**src/egc_defines.svh**
```systemverilog
// Purpose: constants for the external input gating block
// Assumes: 10 MHz mclk
// Notes: byte offsets of the APB registers and timing figures
`ifndef EGC_DEFINES_SVH
`define EGC_DEFINES_SVH
`define EGC_CLK_HZ 10000000
`define EGC_NOTICE_MIN 5
`define EGC_DEB_US 10000
`define EGC_OFF_CTRL 12'h000
`define EGC_OFF_STAT 12'h004
`define EGC_OFF_ZONE 12'h008
`define EGC_OFF_TANK 12'h00C
`define EGC_OFF_CAP 12'h010
`define EGC_OFF_OUT 12'h014
`define EGC_OFF_ACT 12'h018
`define EGC_CAP_MIN 8'h32
`define EGC_CAP_MAX 8'h96
`define EGC_CAP_RST 8'h64
`define EGC_GRID_NORM 2'h0
`define EGC_GRID_STOP 2'h1
`define EGC_GRID_CAP1 2'h2
`define EGC_GRID_CAP2 2'h3
`define EGC_CTRL_RST 32'h0000_0000
`define EGC_TEMP_RST 8'h23
`define EGC_TMAX_RST 8'h41
`define EGC_STABLE_RST 4'h1
`endif

```
**src/egc_pkg.sv**
```systemverilog
// Purpose: types for the external input gating block
// Assumes: egc_defines.svh constants
// Notes: register image and whole-module state
package egc_pkg;
    typedef enum logic [2:0] {
        MODE_STOP, MODE_HEAT, MODE_COOL, MODE_TANK,
        MODE_HEAT_TANK, MODE_COOL_TANK, MODE_PUMPDOWN, MODE_FORCE
    } egc_mode_t;

    typedef struct packed {
        logic [7:0] zone1Tgt;
        logic [7:0] zone2Tgt;
        logic [7:0] zoneMax;
        logic [7:0] bufTgt;
    } egc_zone_t;

    typedef struct packed {
        logic [7:0] heat1;
        logic [7:0] hw1;
        logic [7:0] heat2;
        logic [7:0] hw2;
    } egc_cap_t;

    typedef struct packed {
        logic extSwSel;
        logic cmpSwSel;
        logic coolEn;
        logic extBoard;
        logic zone1Pool;
        logic hcUse;
        logic gridEn;
        logic bufferSel;
        logic panelReq;
        logic remoteAct;
        egc_mode_t reqMode;
    } egc_ctrl_t;

    typedef struct packed {
        logic runEn;
        logic heatPumpEn;
        logic waterPumpEn;
        logic heaterEn;
        logic valveOpen;
        logic stopNotice;
        logic powerLed;
        logic hcActive;
        logic weeklyTimerEn;
        egc_mode_t runMode;
    } egc_out_t;

    typedef struct packed {
        egc_ctrl_t ctrl;
        egc_zone_t zone;
        logic [7:0] tankTgt;
        logic [7:0] tankMax;
        egc_cap_t cap;
        logic [3:0] syn1;
        logic [3:0] syn2;
        logic [3:0] stable;
        logic [19:0] debCnt;
        logic [31:0] idleCnt;
        logic [1:0] lastGrid;
        logic [31:0] rdata;
        logic [31:0] effTgt;
        egc_out_t out;
    } egc_state_t;
endpackage

```
**src/egc_gating.sv**
```systemverilog
// Purpose: gates heat pump operation from external contacts and grid code
// Assumes: contacts synchronous inputs, APB register access
// Notes: capacity scaled targets are computed, base targets kept
//
// Implementation choices: the register offsets and the APB slave port.
`timescale 1ns/10ps
`include "egc_defines.svh"

// Overview of operation
// - Valve opens in heat, closes in cool
// - Valve closed in stop or pump-down
// - Valve open in force mode
// - External switch and panel both on to run
// - Power indicator follows latest panel request only
// - Switch off stops all, raises notice
// - Notice reshown after five idle minutes
// - Switch on clears notice, resumes stored request
// - Config pin picks heat-source or heater mode
// - Heat-source mode needs selection and pin off
// - Heat-source off kills pump, heaters, no notice
// - Heater mode off blocks heaters only
// - Heat/cool switch needs cool, board, not pool
// - Contact open heat modes, closed cool modes
// - Contact flips heat/cool; tank unaffected
// - Weekly timer ignored while heat/cool active
// - Grid only when enabled; capacity 50-150
// - Code 00 normal, targets revert
// - Code 01 inhibits pump and heaters
// - Buffer tank target scaled, zones unchanged
// - No buffer: zones scaled, capped at maximum
// - Tank set point scaled, capped at limit
module egc_gating import egc_pkg::*; #(
    parameter int NOTICE_MIN = `EGC_NOTICE_MIN,
    parameter int DEB_US = `EGC_DEB_US,
    parameter int CLK_HZ = `EGC_CLK_HZ
) (
    input wire logic mclk,
    input wire logic rst_n,
    input wire logic psel,
    input wire logic penable,
    input wire logic pwrite,
    input wire logic [11:0] paddr,
    input wire logic [31:0] pwdata,
    output logic [31:0] prdata,
    output logic pready,
    output logic pslverr,
    input wire logic extOnOffContact,
    input wire logic extCmpContact,
    input wire logic cfgPin3,
    input wire logic hcContact,
    input wire logic [1:0] gridSignalInput,
    output logic heatPumpEn,
    output logic waterPumpEn,
    output logic heaterEn,
    output logic valveOpen,
    output logic stopNotice,
    output logic powerLed,
    output logic [2:0] runMode,
    output logic [7:0] zone1Eff,
    output logic [7:0] zone2Eff,
    output logic [7:0] bufEff,
    output logic [7:0] tankEff
);
    localparam longint NOTICE_CYC = longint'(NOTICE_MIN) * 60 * CLK_HZ;
    localparam longint DEB_CYC = longint'(DEB_US) * CLK_HZ / 1000000;
    localparam logic [31:0] NOTICE_LIM = 32'(NOTICE_CYC);
    localparam logic [19:0] DEB_LIM = 20'(DEB_CYC);

    if (DEB_CYC < 1 || DEB_CYC > 1000000 || NOTICE_CYC < 1 ||
        NOTICE_CYC > 64'h0000_0000_FFFF_FFFF) begin : g_bad_timing
        $error("egc_gating: timing parameters out of range");
    end

    egc_state_t cur_ff;
    egc_state_t nxt_cur;

    // ****************************************
    // Scaling helper
    // ****************************************
    function automatic logic [7:0] scaleTemp(input logic [7:0] base,
        input logic [7:0] pct, input logic [7:0] lim);
        logic [15:0] prod;
        logic [15:0] quo;
        prod = base * pct;
        quo = prod / 16'h0064;
        if (quo > {8'h00, lim}) begin
            scaleTemp = lim;
        end else begin
            scaleTemp = quo[7:0];
        end
    endfunction

    function automatic logic [7:0] clampCap(input logic [7:0] v);
        if (v < `EGC_CAP_MIN) begin
            clampCap = `EGC_CAP_MIN;
        end else if (v > `EGC_CAP_MAX) begin
            clampCap = `EGC_CAP_MAX;
        end else begin
            clampCap = v;
        end
    endfunction

    logic [3:0] rawIn;
    assign rawIn = {gridSignalInput, hcContact, extCmpContact};

    logic [3:0] raw2;
    always_comb begin
        raw2 = cur_ff.syn2;
    end

    // ****************************************
    // Next state
    // ****************************************
    always_comb begin
        logic apbWr;
        logic apbRd;
        logic extOn;
        logic cmpOn;
        logic hcClosed;
        logic [1:0] grid;
        logic hcOk;
        logic srcMode;
        logic htrMode;
        logic gridOn;
        logic [7:0] hcap;
        logic [7:0] wcap;
        egc_mode_t mode;
        logic [7:0] effZ1;
        logic [7:0] effZ2;
        logic [7:0] effBuf;
        logic [7:0] effTank;
        apbWr = 1'b0;
        apbRd = 1'b0;
        extOn = 1'b0;
        cmpOn = 1'b0;
        hcClosed = 1'b0;
        grid = 2'h0;
        hcOk = 1'b0;
        srcMode = 1'b0;
        htrMode = 1'b0;
        gridOn = 1'b0;
        hcap = 8'h00;
        wcap = 8'h00;
        mode = MODE_STOP;
        effZ1 = 8'h00;
        effZ2 = 8'h00;
        effBuf = 8'h00;
        effTank = 8'h00;
        nxt_cur = cur_ff;
        nxt_cur.ctrl.remoteAct = 1'b0;
        // Two-flop sync then stable-count debounce
        nxt_cur.syn1 = rawIn;
        nxt_cur.syn2 = cur_ff.syn1;
        if (raw2 == cur_ff.stable) begin
            nxt_cur.debCnt = 20'h00000;
        end else if (cur_ff.debCnt >= DEB_LIM - 20'h00001) begin
            nxt_cur.stable = raw2;
            nxt_cur.debCnt = 20'h00000;
        end else begin
            nxt_cur.debCnt = cur_ff.debCnt + 20'h00001;
        end
        cmpOn = cur_ff.stable[0];
        hcClosed = cur_ff.stable[1];
        grid = cur_ff.stable[3:2];

        // APB slave, zero wait states
        apbWr = psel && penable && pwrite;
        apbRd = psel && !penable && !pwrite;
        if (apbWr) begin
            case (paddr)
                `EGC_OFF_CTRL: begin
                    nxt_cur.ctrl.extSwSel = pwdata[0];
                    nxt_cur.ctrl.cmpSwSel = pwdata[1];
                    nxt_cur.ctrl.coolEn = pwdata[2];
                    nxt_cur.ctrl.extBoard = pwdata[3];
                    nxt_cur.ctrl.zone1Pool = pwdata[4];
                    nxt_cur.ctrl.hcUse = pwdata[5];
                    nxt_cur.ctrl.gridEn = pwdata[6];
                    nxt_cur.ctrl.bufferSel = pwdata[7];
                    nxt_cur.ctrl.panelReq = pwdata[8];
                    nxt_cur.ctrl.reqMode = egc_mode_t'(pwdata[11:9]);
                    nxt_cur.ctrl.remoteAct = 1'b1;
                end
                `EGC_OFF_ACT: nxt_cur.ctrl.remoteAct = 1'b1;
                `EGC_OFF_ZONE: nxt_cur.zone = pwdata;
                `EGC_OFF_TANK: begin
                    nxt_cur.tankTgt = pwdata[7:0];
                    nxt_cur.tankMax = pwdata[15:8];
                end
                `EGC_OFF_CAP: begin
                    nxt_cur.cap.heat1 = clampCap(pwdata[31:24]);
                    nxt_cur.cap.hw1 = clampCap(pwdata[23:16]);
                    nxt_cur.cap.heat2 = clampCap(pwdata[15:8]);
                    nxt_cur.cap.hw2 = clampCap(pwdata[7:0]);
                end
                default: ;
            endcase
        end
        if (apbRd) begin
            case (paddr)
                `EGC_OFF_CTRL: nxt_cur.rdata = {20'h00000,
                    cur_ff.ctrl.reqMode, cur_ff.ctrl.panelReq,
                    cur_ff.ctrl.bufferSel, cur_ff.ctrl.gridEn,
                    cur_ff.ctrl.hcUse, cur_ff.ctrl.zone1Pool,
                    cur_ff.ctrl.extBoard, cur_ff.ctrl.coolEn,
                    cur_ff.ctrl.cmpSwSel, cur_ff.ctrl.extSwSel};
                `EGC_OFF_STAT: nxt_cur.rdata = {18'h00000,
                    cur_ff.stable, cur_ff.out.runMode,
                    cur_ff.out.weeklyTimerEn, cur_ff.out.hcActive,
                    cur_ff.out.stopNotice, cur_ff.out.valveOpen,
                    cur_ff.out.heaterEn, cur_ff.out.waterPumpEn,
                    cur_ff.out.heatPumpEn};
                `EGC_OFF_ZONE: nxt_cur.rdata = cur_ff.zone;
                `EGC_OFF_TANK: nxt_cur.rdata = {16'h0000,
                    cur_ff.tankMax, cur_ff.tankTgt};
                `EGC_OFF_CAP: nxt_cur.rdata = cur_ff.cap;
                default: nxt_cur.rdata = 32'h0000_0000;
            endcase
        end

        // External on/off contact gating
        extOn = !cur_ff.ctrl.extSwSel || extOnOffContact;
        nxt_cur.out.runEn = cur_ff.ctrl.panelReq && extOn;
        nxt_cur.out.powerLed = nxt_cur.ctrl.panelReq;

        // Notice: raised on stop, reshown after idle, cleared on resume
        if (!extOn) begin
            if (nxt_cur.ctrl.remoteAct) begin
                nxt_cur.out.stopNotice = 1'b0;
                nxt_cur.idleCnt = 32'h0000_0001;
            end else if (cur_ff.idleCnt != 32'h0000_0000) begin
                if (cur_ff.idleCnt >= NOTICE_LIM) begin
                    nxt_cur.out.stopNotice = 1'b1;
                    nxt_cur.idleCnt = 32'h0000_0000;
                end else begin
                    nxt_cur.idleCnt = cur_ff.idleCnt + 32'h0000_0001;
                end
            end
            // Raise wins over a cancel in the same cycle
            if (cur_ff.out.runEn || (!cur_ff.out.stopNotice &&
                cur_ff.idleCnt == 32'h0000_0000)) begin
                nxt_cur.out.stopNotice = 1'b1;
                nxt_cur.idleCnt = 32'h0000_0000;
            end
        end else begin
            nxt_cur.out.stopNotice = 1'b0;
            nxt_cur.idleCnt = 32'h0000_0000;
        end

        // Heat/cool contact limits and flips the mode
        hcOk = cur_ff.ctrl.coolEn && cur_ff.ctrl.extBoard &&
            !cur_ff.ctrl.zone1Pool;
        nxt_cur.out.hcActive = hcOk && cur_ff.ctrl.hcUse;
        nxt_cur.out.weeklyTimerEn = !nxt_cur.out.hcActive;
        mode = cur_ff.ctrl.reqMode;
        if (nxt_cur.out.hcActive) begin
            case (mode)
                MODE_HEAT, MODE_COOL: mode = hcClosed ? MODE_COOL
                    : MODE_HEAT;
                MODE_HEAT_TANK, MODE_COOL_TANK: mode = hcClosed ?
                    MODE_COOL_TANK : MODE_HEAT_TANK;
                default: ;
            endcase
        end
        if (!nxt_cur.out.runEn) begin
            mode = MODE_STOP;
        end
        nxt_cur.out.runMode = mode;

        // Two-way valve
        case (mode)
            MODE_HEAT, MODE_HEAT_TANK: nxt_cur.out.valveOpen = 1'b1;
            MODE_COOL, MODE_COOL_TANK: nxt_cur.out.valveOpen = 1'b0;
            MODE_STOP, MODE_PUMPDOWN: nxt_cur.out.valveOpen = 1'b0;
            MODE_FORCE: nxt_cur.out.valveOpen = 1'b1;
            default: nxt_cur.out.valveOpen = cur_ff.out.valveOpen;
        endcase

        // Load enables
        srcMode = cur_ff.ctrl.cmpSwSel && !cfgPin3;
        htrMode = cur_ff.ctrl.cmpSwSel && cfgPin3;
        gridOn = cur_ff.ctrl.gridEn;
        nxt_cur.out.heatPumpEn = mode != MODE_STOP;
        nxt_cur.out.waterPumpEn = mode != MODE_STOP;
        nxt_cur.out.heaterEn = mode != MODE_STOP;
        if (srcMode && !cmpOn) begin
            nxt_cur.out.heatPumpEn = 1'b0;
            nxt_cur.out.waterPumpEn = 1'b0;
            nxt_cur.out.heaterEn = 1'b0;
        end
        if (htrMode && !cmpOn) begin
            nxt_cur.out.heaterEn = 1'b0;
        end
        if (gridOn && grid == `EGC_GRID_STOP) begin
            nxt_cur.out.heatPumpEn = 1'b0;
            nxt_cur.out.heaterEn = 1'b0;
        end
        nxt_cur.lastGrid = gridOn ? grid : `EGC_GRID_NORM;
        hcap = (grid == `EGC_GRID_CAP2) ? cur_ff.cap.heat2
            : cur_ff.cap.heat1;
        wcap = (grid == `EGC_GRID_CAP2) ? cur_ff.cap.hw2 : cur_ff.cap.hw1;
        hcap = nxt_cur.lastGrid[1] ? hcap : `EGC_CAP_RST;
        wcap = nxt_cur.lastGrid[1] ? wcap : `EGC_CAP_RST;
        if (cur_ff.ctrl.bufferSel) begin
            effBuf = scaleTemp(cur_ff.zone.bufTgt, hcap, 8'hFF);
            effZ1 = cur_ff.zone.zone1Tgt;
            effZ2 = cur_ff.zone.zone2Tgt;
        end else begin
            effBuf = cur_ff.zone.bufTgt;
            effZ1 = scaleTemp(cur_ff.zone.zone1Tgt, hcap,
                cur_ff.zone.zoneMax);
            effZ2 = scaleTemp(cur_ff.zone.zone2Tgt, hcap,
                cur_ff.zone.zoneMax);
        end
        effTank = scaleTemp(cur_ff.tankTgt, wcap, cur_ff.tankMax);
        nxt_cur.effTgt = {effZ1, effZ2, effBuf, effTank};
    end

    // ****************************************
    // State register
    // ****************************************
    always_ff @(posedge mclk or negedge rst_n) begin
        if (!rst_n) begin
            cur_ff <= '0;
            cur_ff.zone.zone1Tgt <= `EGC_TEMP_RST;
            cur_ff.zone.zone2Tgt <= `EGC_TEMP_RST;
            cur_ff.zone.zoneMax <= `EGC_TMAX_RST;
            cur_ff.zone.bufTgt <= `EGC_TEMP_RST;
            cur_ff.tankTgt <= `EGC_TEMP_RST;
            cur_ff.tankMax <= `EGC_TMAX_RST;
            cur_ff.cap <= {4{`EGC_CAP_RST}};
            cur_ff.stable <= `EGC_STABLE_RST;
            cur_ff.effTgt <= {4{`EGC_TEMP_RST}};
            cur_ff.out.weeklyTimerEn <= 1'b1;
        end else begin
            cur_ff <= nxt_cur;
        end
    end

    assign prdata = cur_ff.rdata;
    assign pready = 1'b1;
    assign pslverr = 1'b0;
    assign heatPumpEn = cur_ff.out.heatPumpEn;
    assign waterPumpEn = cur_ff.out.waterPumpEn;
    assign heaterEn = cur_ff.out.heaterEn;
    assign valveOpen = cur_ff.out.valveOpen;
    assign stopNotice = cur_ff.out.stopNotice;
    assign powerLed = cur_ff.out.powerLed;
    assign runMode = cur_ff.out.runMode;
    assign zone1Eff = cur_ff.effTgt[31:24];
    assign zone2Eff = cur_ff.effTgt[23:16];
    assign bufEff = cur_ff.effTgt[15:8];
    assign tankEff = cur_ff.effTgt[7:0];
endmodule

```
**config.mk**
```make
export PLATFORM = sky130hd
export DESIGN_NAME = egc_gating
export DESIGN_NICKNAME = d
export VERILOG_FILES = /design/src/egc_pkg.sv /design/src/egc_gating.sv
export VERILOG_INCLUDE_DIRS = /design/src /design/src/src
export SDC_FILE = /design/constraint.sdc
export NUM_CORES = 1
export LEC_CHECK = 0
export BUFFER_PORTS_ARGS = -buffer_cell sky130_fd_sc_hd__clkbuf_2
export CORE_ASPECT_RATIO = 1.2
export CORE_UTILIZATION = 47
export CTS_CLUSTER_DIAMETER = 60
export CTS_CLUSTER_SIZE = 12
export DETAILED_ROUTE_END_ITERATION = 6
export PLACE_DENSITY_LB_ADDON = 0.12
export SYNTH_ARGS = -nofsm -noshare
export SYNTH_HDL_FRONTEND = slang
export SYNTH_SLANG_ARGS = --single-unit
```
**constraint.sdc**
```tcl
create_clock -name mclk -period 21.9 [get_ports mclk]
set_input_delay 4.38 -clock mclk [delete_from_list [all_inputs] [get_ports mclk]]
set_output_delay 4.38 -clock mclk [all_outputs]
set_load 0.005 [all_outputs]
```
==> flow_metrics.tcl, run 1 <==
set metrics [dict create \
    setup_tns_ns 0 \
    dieArea_um2 61000 \
    worstPathRequired_ns 22.37 \
    wl_per_cell_um 20.4 \
    vias_per_cell 6.05 \
    grt_start_max_net_pins 94 \
    p_leak_uw 0.0137 \
    max_freq_mhz 72.1 \
    pwr_density_cell_nw_per_um2 32.2 \
    rsz0062_at_grt "no" \
    status "finished clean" \
    slew_viol_final 0 \
    worstMarginPinSlew_ns 1.35 \
    r2r-start "cur_ff[133]" \
    cts_buffers 27 \
    io_pins 130 \
    worstSetupStartpoint "cur_ff[133]" \
    crit_arrival_ns 14.33 \
    hpwlAfterDp_um 66300 \
    layout_setup_ws_ns 8.04 \
    endpoint "zone1Eff[1]" \
    cts-htree-levels 1 \
    hold_path_class "reg -> reg" \
    post-route-drc-count 0 \
    p_comb_share_pct 6.4 \
    placed_cell_area_um2 28900 \
    clock-sinks 231 \
    vias 25100 \
    antenna_left 0 \
    path_clk_slew_ns 0.06 \
    power_switching_share_pct 25.0 \
    synth-main-ff-cell "dfrtp_1" \
    drive_above_1_share_pct 13.4 \
    cp-end-kind "flop" \
    place.gp.congestion 0.899 \
    reg2regPathDepth 47 \
    worst-path-stages 47 \
    dpl_worst_slack_ns 8.24 \
    syn_area_per_cell_um2 8.41 \
    postCtsSetupBuffers 0 \
    post-route-period-util_pct 63.3 \
    power_uw 960 \
    cts_tree "built" \
    grt_antenna_before_repair 3 \
    synth-async-reset-ratio_pct 100 \
    vdd_drop_max_mv 0.0525 \
    critical-path-max-stage-delay_ns 0.81 \
    clock_path_buffers 3 \
    p_clk_share_pct 47.9 \
    setup_viol 0 \
    synth_cell_types 145 \
    cp_top_family "compound AO/OA/AOI/OAI gates" \
    grt-ovfl-total 0 \
    die_h_um 270 \
    skew_ns 0.0172 \
    wirelength_um 84600 \
    fin_crit_ns 13.86 \
    maxCapViolations 0 \
    synthCells 3355 \
    p_sw_uw 240 \
    coreArea_um2 59500 \
    rrSetupSlack_ns 8.04 \
    hold_buffers 0 \
    root_buffer "clkbuf_16" \
    clock_latency_ns 0.57 \
    crit_type "reg -> reg" \
    drt-initial-drc-count 1605 \
    yosys_warnings 0 \
    r2r-end "zone1Eff[1]" \
    final_cell_area_um2 29800 \
    crit_path_frequent_cell "o21ai_0" \
    relSlewSlack_pct 9.26 \
    p_int_uw 720 \
    pwr-share-seq_pct 45.7 \
    syn-cell-area_um2 28200 \
    ys_seq_elements 231 \
    synthToLayoutAreaGrowth_pct 5.63 \
    seq_area_frac_synth_pct 20.7 \
    final_cell_mix "nand2_1 (319), inv_1 (250), nor2_1 (249)" \
    startpoint_type "flop" \
    cts_resized 0 \
    drt_pass1_iterations 6 \
    cpMaxStageDelayCell "xnor2_1" \
    start_util_pct 47.4 \
    grt_pass1_wl_um 136000 \
    synth-edff-count 0 \
    path_buf_inv 3 \
    io_buffers 127 \
    fin_nets 3688 \
    cp_max_fo 23 \
    grt_use_total_pct 27.8 \
    grt_pass1_vias 25200 \
    final_common_cell "nand2_1" \
    final_util_pct 50.1 \
    die_w_um 226 \
    finalHoldViolCount 0 \
    rows 98 \
]
-- stage by stage --
step	hold slack, ns	std cells
2_1_floorplan	0.331	3358
3_3_place_gp	0.332	4089
3_5_place_dp	0.337	4089
4_1_cts	0.352	4138
5_1_grt	0.358	4138
6_report	0.348	4142
-- sequential cells by signal, indices dropped and copies added, names as in the netlist, 3 cells and up --
register,flops
zone1Eff,8
bufEff,8
prdata,32
tankEff,8
cur_ff,154
runMode,3
zone2Eff,8
raw2,4
-- cells in the mapped netlist (15+ instances only) --
master,number,share of area (%)
nor2b_1,30,0.67
buf_2,27,0.48
a22oi_1,32,0.85
and2_1,210,4.7
a21o_1,34,0.90
nor3_1,86,1.5
a21oi_2,17,0.53
dfstp_2,42,3.9
buf_4,75,2.0
dfrtp_1,189,17
o21ai_0,160,2.8
or3_1,20,0.44
a31oi_1,32,0.71
nand2b_1,22,0.49
nor2_1,249,3.3
o31ai_1,22,0.59
a311oi_1,16,0.50
nand4_1,39,0.86
a211oi_1,21,0.56
a22o_1,15,0.47
a21oi_1,155,2.7
clkbuf_1,103,1.4
mux2i_1,51,1.8
fa_1,144,10
xor2_1,51,1.6
o21ai_1,25,0.44
o211ai_1,36,0.96
o21a_1,25,0.67
nand2_1,319,4.2
inv_1,250,3.3
ha_1,171,7.6
a221oi_1,16,0.50
nor4_1,29,0.64
xnor2_1,75,2.3
nand3_1,77,1.4
and3_1,30,0.67
o22ai_1,17,0.38
mux2_2,66,2.6
-- per-layer routing --
| metal | vias up | GRT usage, % | share of wire, % |
|---|---|---|---|
| met4 | 4 | 10.6 | 4.0 |
| met3 | 175 | 3.52 | 4.9 |
| li1 | 11800 | - | - |
| met2 | 695 | 49.5 | 50 |
| met5 | - | 0 | 0.032 |
| met1 | 12400 | 33.7 | 41 |
-- kinds of logic (layout without fill, tap and decap cells) --
group                      after synthesis  after routing  share of synthesized area (%)
and+or+nand+nor                       1205           1205                           21.8
xor gates and xnor gates               134            134                           4.45
DFF                                    231            231                           20.7
muxes                                  123            123                           4.73
other                                    2              9                         0.0266
AOI/OAI and AO/OA                      863            863                           22.8
adders and majority gates              323            323                           18.1
buffers and inverters                  474            454                           7.51
-- how the worst min path moves through the flow --
| stage | cells past startpoint | slack, ns | end | from |
|---|---|---|---|---|
| 2_1_floorplan | 0 | 0.33 | raw2[0] | cur_ff[138] |
| 5_1_grt | 0 | 0.36 | raw2[2] | cur_ff[140] |
| 6_report | 0 | 0.35 | raw2[2] | cur_ff[140] |
| 3_5_place_dp | 0 | 0.34 | raw2[2] | cur_ff[140] |
| 3_3_place_gp | 0 | 0.33 | raw2[2] | cur_ff[140] |
| 4_1_cts | 0 | 0.35 | raw2[2] | cur_ff[140] |
-- final cells by class --
| cell class | instances | area, µm² |
|---|---|---|
| Tap cell | 800 | 1000 |
| Antenna cell | 4 | 10.0 |
| Timing Repair Buffer | 151 | 826 |
| Clock inverter | 10 | 153 |
| Multi-Input combinational cell | 2653 | 20300 |
| Clock buffer | 39 | 721 |
| Fill cell | 5706 | 29700 |
| Sequential cell | 231 | 5830 |
| Inverter | 254 | 953 |
-- power by group through the flow --
stage / Sequential (µW) / Combinational (µW) / Clock (µW)
3_3_place_gp: 446 / 60.0 / 0
6_report: 439 / 61.2 / 460
2_1_floorplan: 444 / 34.0 / 0
5_1_grt: 439 / 67.6 / 487
3_5_place_dp: 446 / 60.7 / 0
4_1_cts: 438 / 61.1 / 472
-- worst register-to-register path: cells and delay by family, from the launching register on --
| kind | cells | cell delay (ns) |
|---|---|---|
| xor gates and xnor gates | 3 | 1.67 |
| DFF | 1 | 0.44 |
| AOI/OAI and AO/OA | 22 | 5.59 |
| and+or+nand+nor | 10 | 2.28 |
| adders and majority gates | 6 | 2.60 |
| muxes | 3 | 0.89 |
| buffers and inverters | 3 | 0.29 |
No activity file was read; power rests on OpenSTA's default activity.
==> run 2, diff against run 1 <==
- clock period: 21.9 -> 13.95 ns (I/O delays scaled with it)
==> flow_metrics.tcl, run 2 (synthesis results as in run 1) <==
set metrics [dict create \
    vias_per_cell 6.10 \
    final_cell_mix "nand2_1 (319), inv_1 (250), nor2_1 (249)" \
    grt-ovfl-total 0 \
    post-route-drc-count 7 \
    worstMarginPinSlew_ns 1.20 \
    grt_pass1_wl_um 137000 \
    pwr_density_cell_nw_per_um2 50.0 \
    clock-sinks 231 \
    hold_buffers 0 \
    cpMaxStageDelayCell "or4_1" \
    grt_use_total_pct 28.0 \
    finalHoldViolCount 0 \
    cts_buffers 26 \
    wl_per_cell_um 20.5 \
    max_freq_mhz 76.1 \
    clock_latency_ns 0.56 \
    path_buf_inv 3 \
    status "finished with violations" \
    wirelength_um 84900 \
    skew_ns 0.0226 \
    synthToLayoutAreaGrowth_pct 6.08 \
    drt-initial-drc-count 1902 \
    clock_path_buffers 3 \
    startpoint_type "flop" \
    post-route-period-util_pct 94.2 \
    slew_viol_final 0 \
    cp_max_fo 16 \
    cp-end-kind "flop" \
    maxCapViolations 0 \
    place.gp.congestion 0.889 \
    violations "DRC" \
    cp_top_family "compound AO/OA/AOI/OAI gates" \
    top_register "cur_ff" \
    fin_crit_ns 13.14 \
    dpl_worst_slack_ns 0.868 \
    cts_tree "built" \
    grt_start_max_net_pins 92 \
    root_buffer "clkbuf_16" \
    io_pins 130 \
    grt_pass1_vias 25300 \
    fin_nets 3704 \
    io_buffers 127 \
    num-fill-cells 5703 \
    hold_path_class "reg -> reg" \
    rows 98 \
    die_h_um 270 \
    worstPathRequired_ns 14.39 \
    coreArea_um2 59500 \
    antenna_left 0 \
    p_leak_uw 0.0137 \
    worst_hold_slack_ns 0.361 \
    setup_viol 0 \
    layout_setup_ws_ns 0.810 \
    cts-htree-levels 1 \
    crit_arrival_ns 13.58 \
    critical-path-max-stage-delay_ns 0.66 \
    vdd_drop_max_mv 0.0745 \
    rsz0062_at_grt "yes" \
    drt_pass1_iterations 7 \
    vias 25300 \
    crit_type "reg -> reg" \
    n_antenna_cell 0 \
    dieArea_um2 61000 \
    final_common_cell "nand2_1" \
    grt_antenna_before_repair 1 \
    largest_reg_flops 154 \
    drive_above_1_share_pct 13.9 \
    crit_path_frequent_cell "o21ai_0" \
    path_clk_slew_ns 0.06 \
    start_util_pct 47.4 \
    relSlewSlack_pct 19.6 \
    die_w_um 226 \
    hpwlAfterDp_um 67000 \
]
-- run 2: timing repair --
item | 4_1_cts | 5_1_grt
setup buffers | 0 | 1
gates resized for setup | 0 | 2
setup endpoints to repair | 0 | 24
-- run 2: final timing paths --
| check | slack [ns] | startpoint | endpoint | cells after the start |
|---|---|---|---|---|
| max | 0.81 | cur_ff[133] | zone2Eff[1] | 47 |
| min | 0.36 | cur_ff[140] | raw2[2] | 0 |
| max reg2reg | 0.81 | cur_ff[133] | zone2Eff[1] | 47 |
| min reg2reg | 0.36 | cur_ff[140] | raw2[2] | 0 |
| max in group asynchronous | 9.35 | rst_n | bufEff[7] | 3 |
| min in group asynchronous | 2.22 | rst_n | cur_ff[126] | 1 |
-- run 2: layer usage --
layer / wire, µm / up-vias / GRT usage [%] / part of all wire [%]
li1: - / 11900 / - / -
met1: 34600 / 12600 / 34.0 / 41
met2: 43400 / 714 / 50.9 / 51
met3: 3850 / 157 / 2.49 / 4.5
met4: 3080 / 2 / 9.85 / 3.6
met5: 11 / - / 0 / 0.013
-- run 2: layout make-up --
type / instances / area [µm²] / share of cell area [%]
clock buffer: 38 / 727 / 2.43
clock inverter: 9 / 130 / 0.435
inverter: 254 / 953 / 3.19
multi-input combinational: 2653 / 20300 / 67.9
sequential: 231 / 5830 / 19.5
tap: 800 / 1000 / 3.34
timing repair buffer: 168 / 963 / 3.22
-- run 2: through the flow --
step / utilization [%] / setup TNS, ns / std cells / instance area [µm²] / total power (µW)
2_1_floorplan: - / 0 / 3358 / 28200 / 750
3_3_place_gp: 48.8 / 0 / 4104 / 29000 / 794
3_5_place_dp: 48.8 / 0 / 4104 / 29000 / 796
4_1_cts: 50.3 / 0 / 4151 / 29900 / 1510
5_1_grt: 50.3 / -1.79 / 4153 / 29900 / 1550
6_report: 50.3 / 0 / 4153 / 29900 / 1500
-- run 2: where the power goes --
| group | internal (µW) | switching (µW) | total [µW] | leakage (µW) |
|---|---|---|---|---|
| registers | 681 | 8.30 | 689 | 0.00298 |
| logic | 31.4 | 64.7 | 96.1 | 0.0103 |
| clock network | 417 | 294 | 712 | 0.000420 |
| total | 1130 | 367 | 1500 | 0.0137 |
-- run 2: worst reg2reg max path: cells and delay by family, from the launching register on --
family | cells | cell delay (ns)
and+or+nand+nor | 13 | 3.45
adders and majority gates | 6 | 2.61
muxes | 3 | 0.66
DFF | 1 | 0.41
AOI/OAI and AO/OA | 22 | 5.51
buffers and inverters | 3 | 0.39
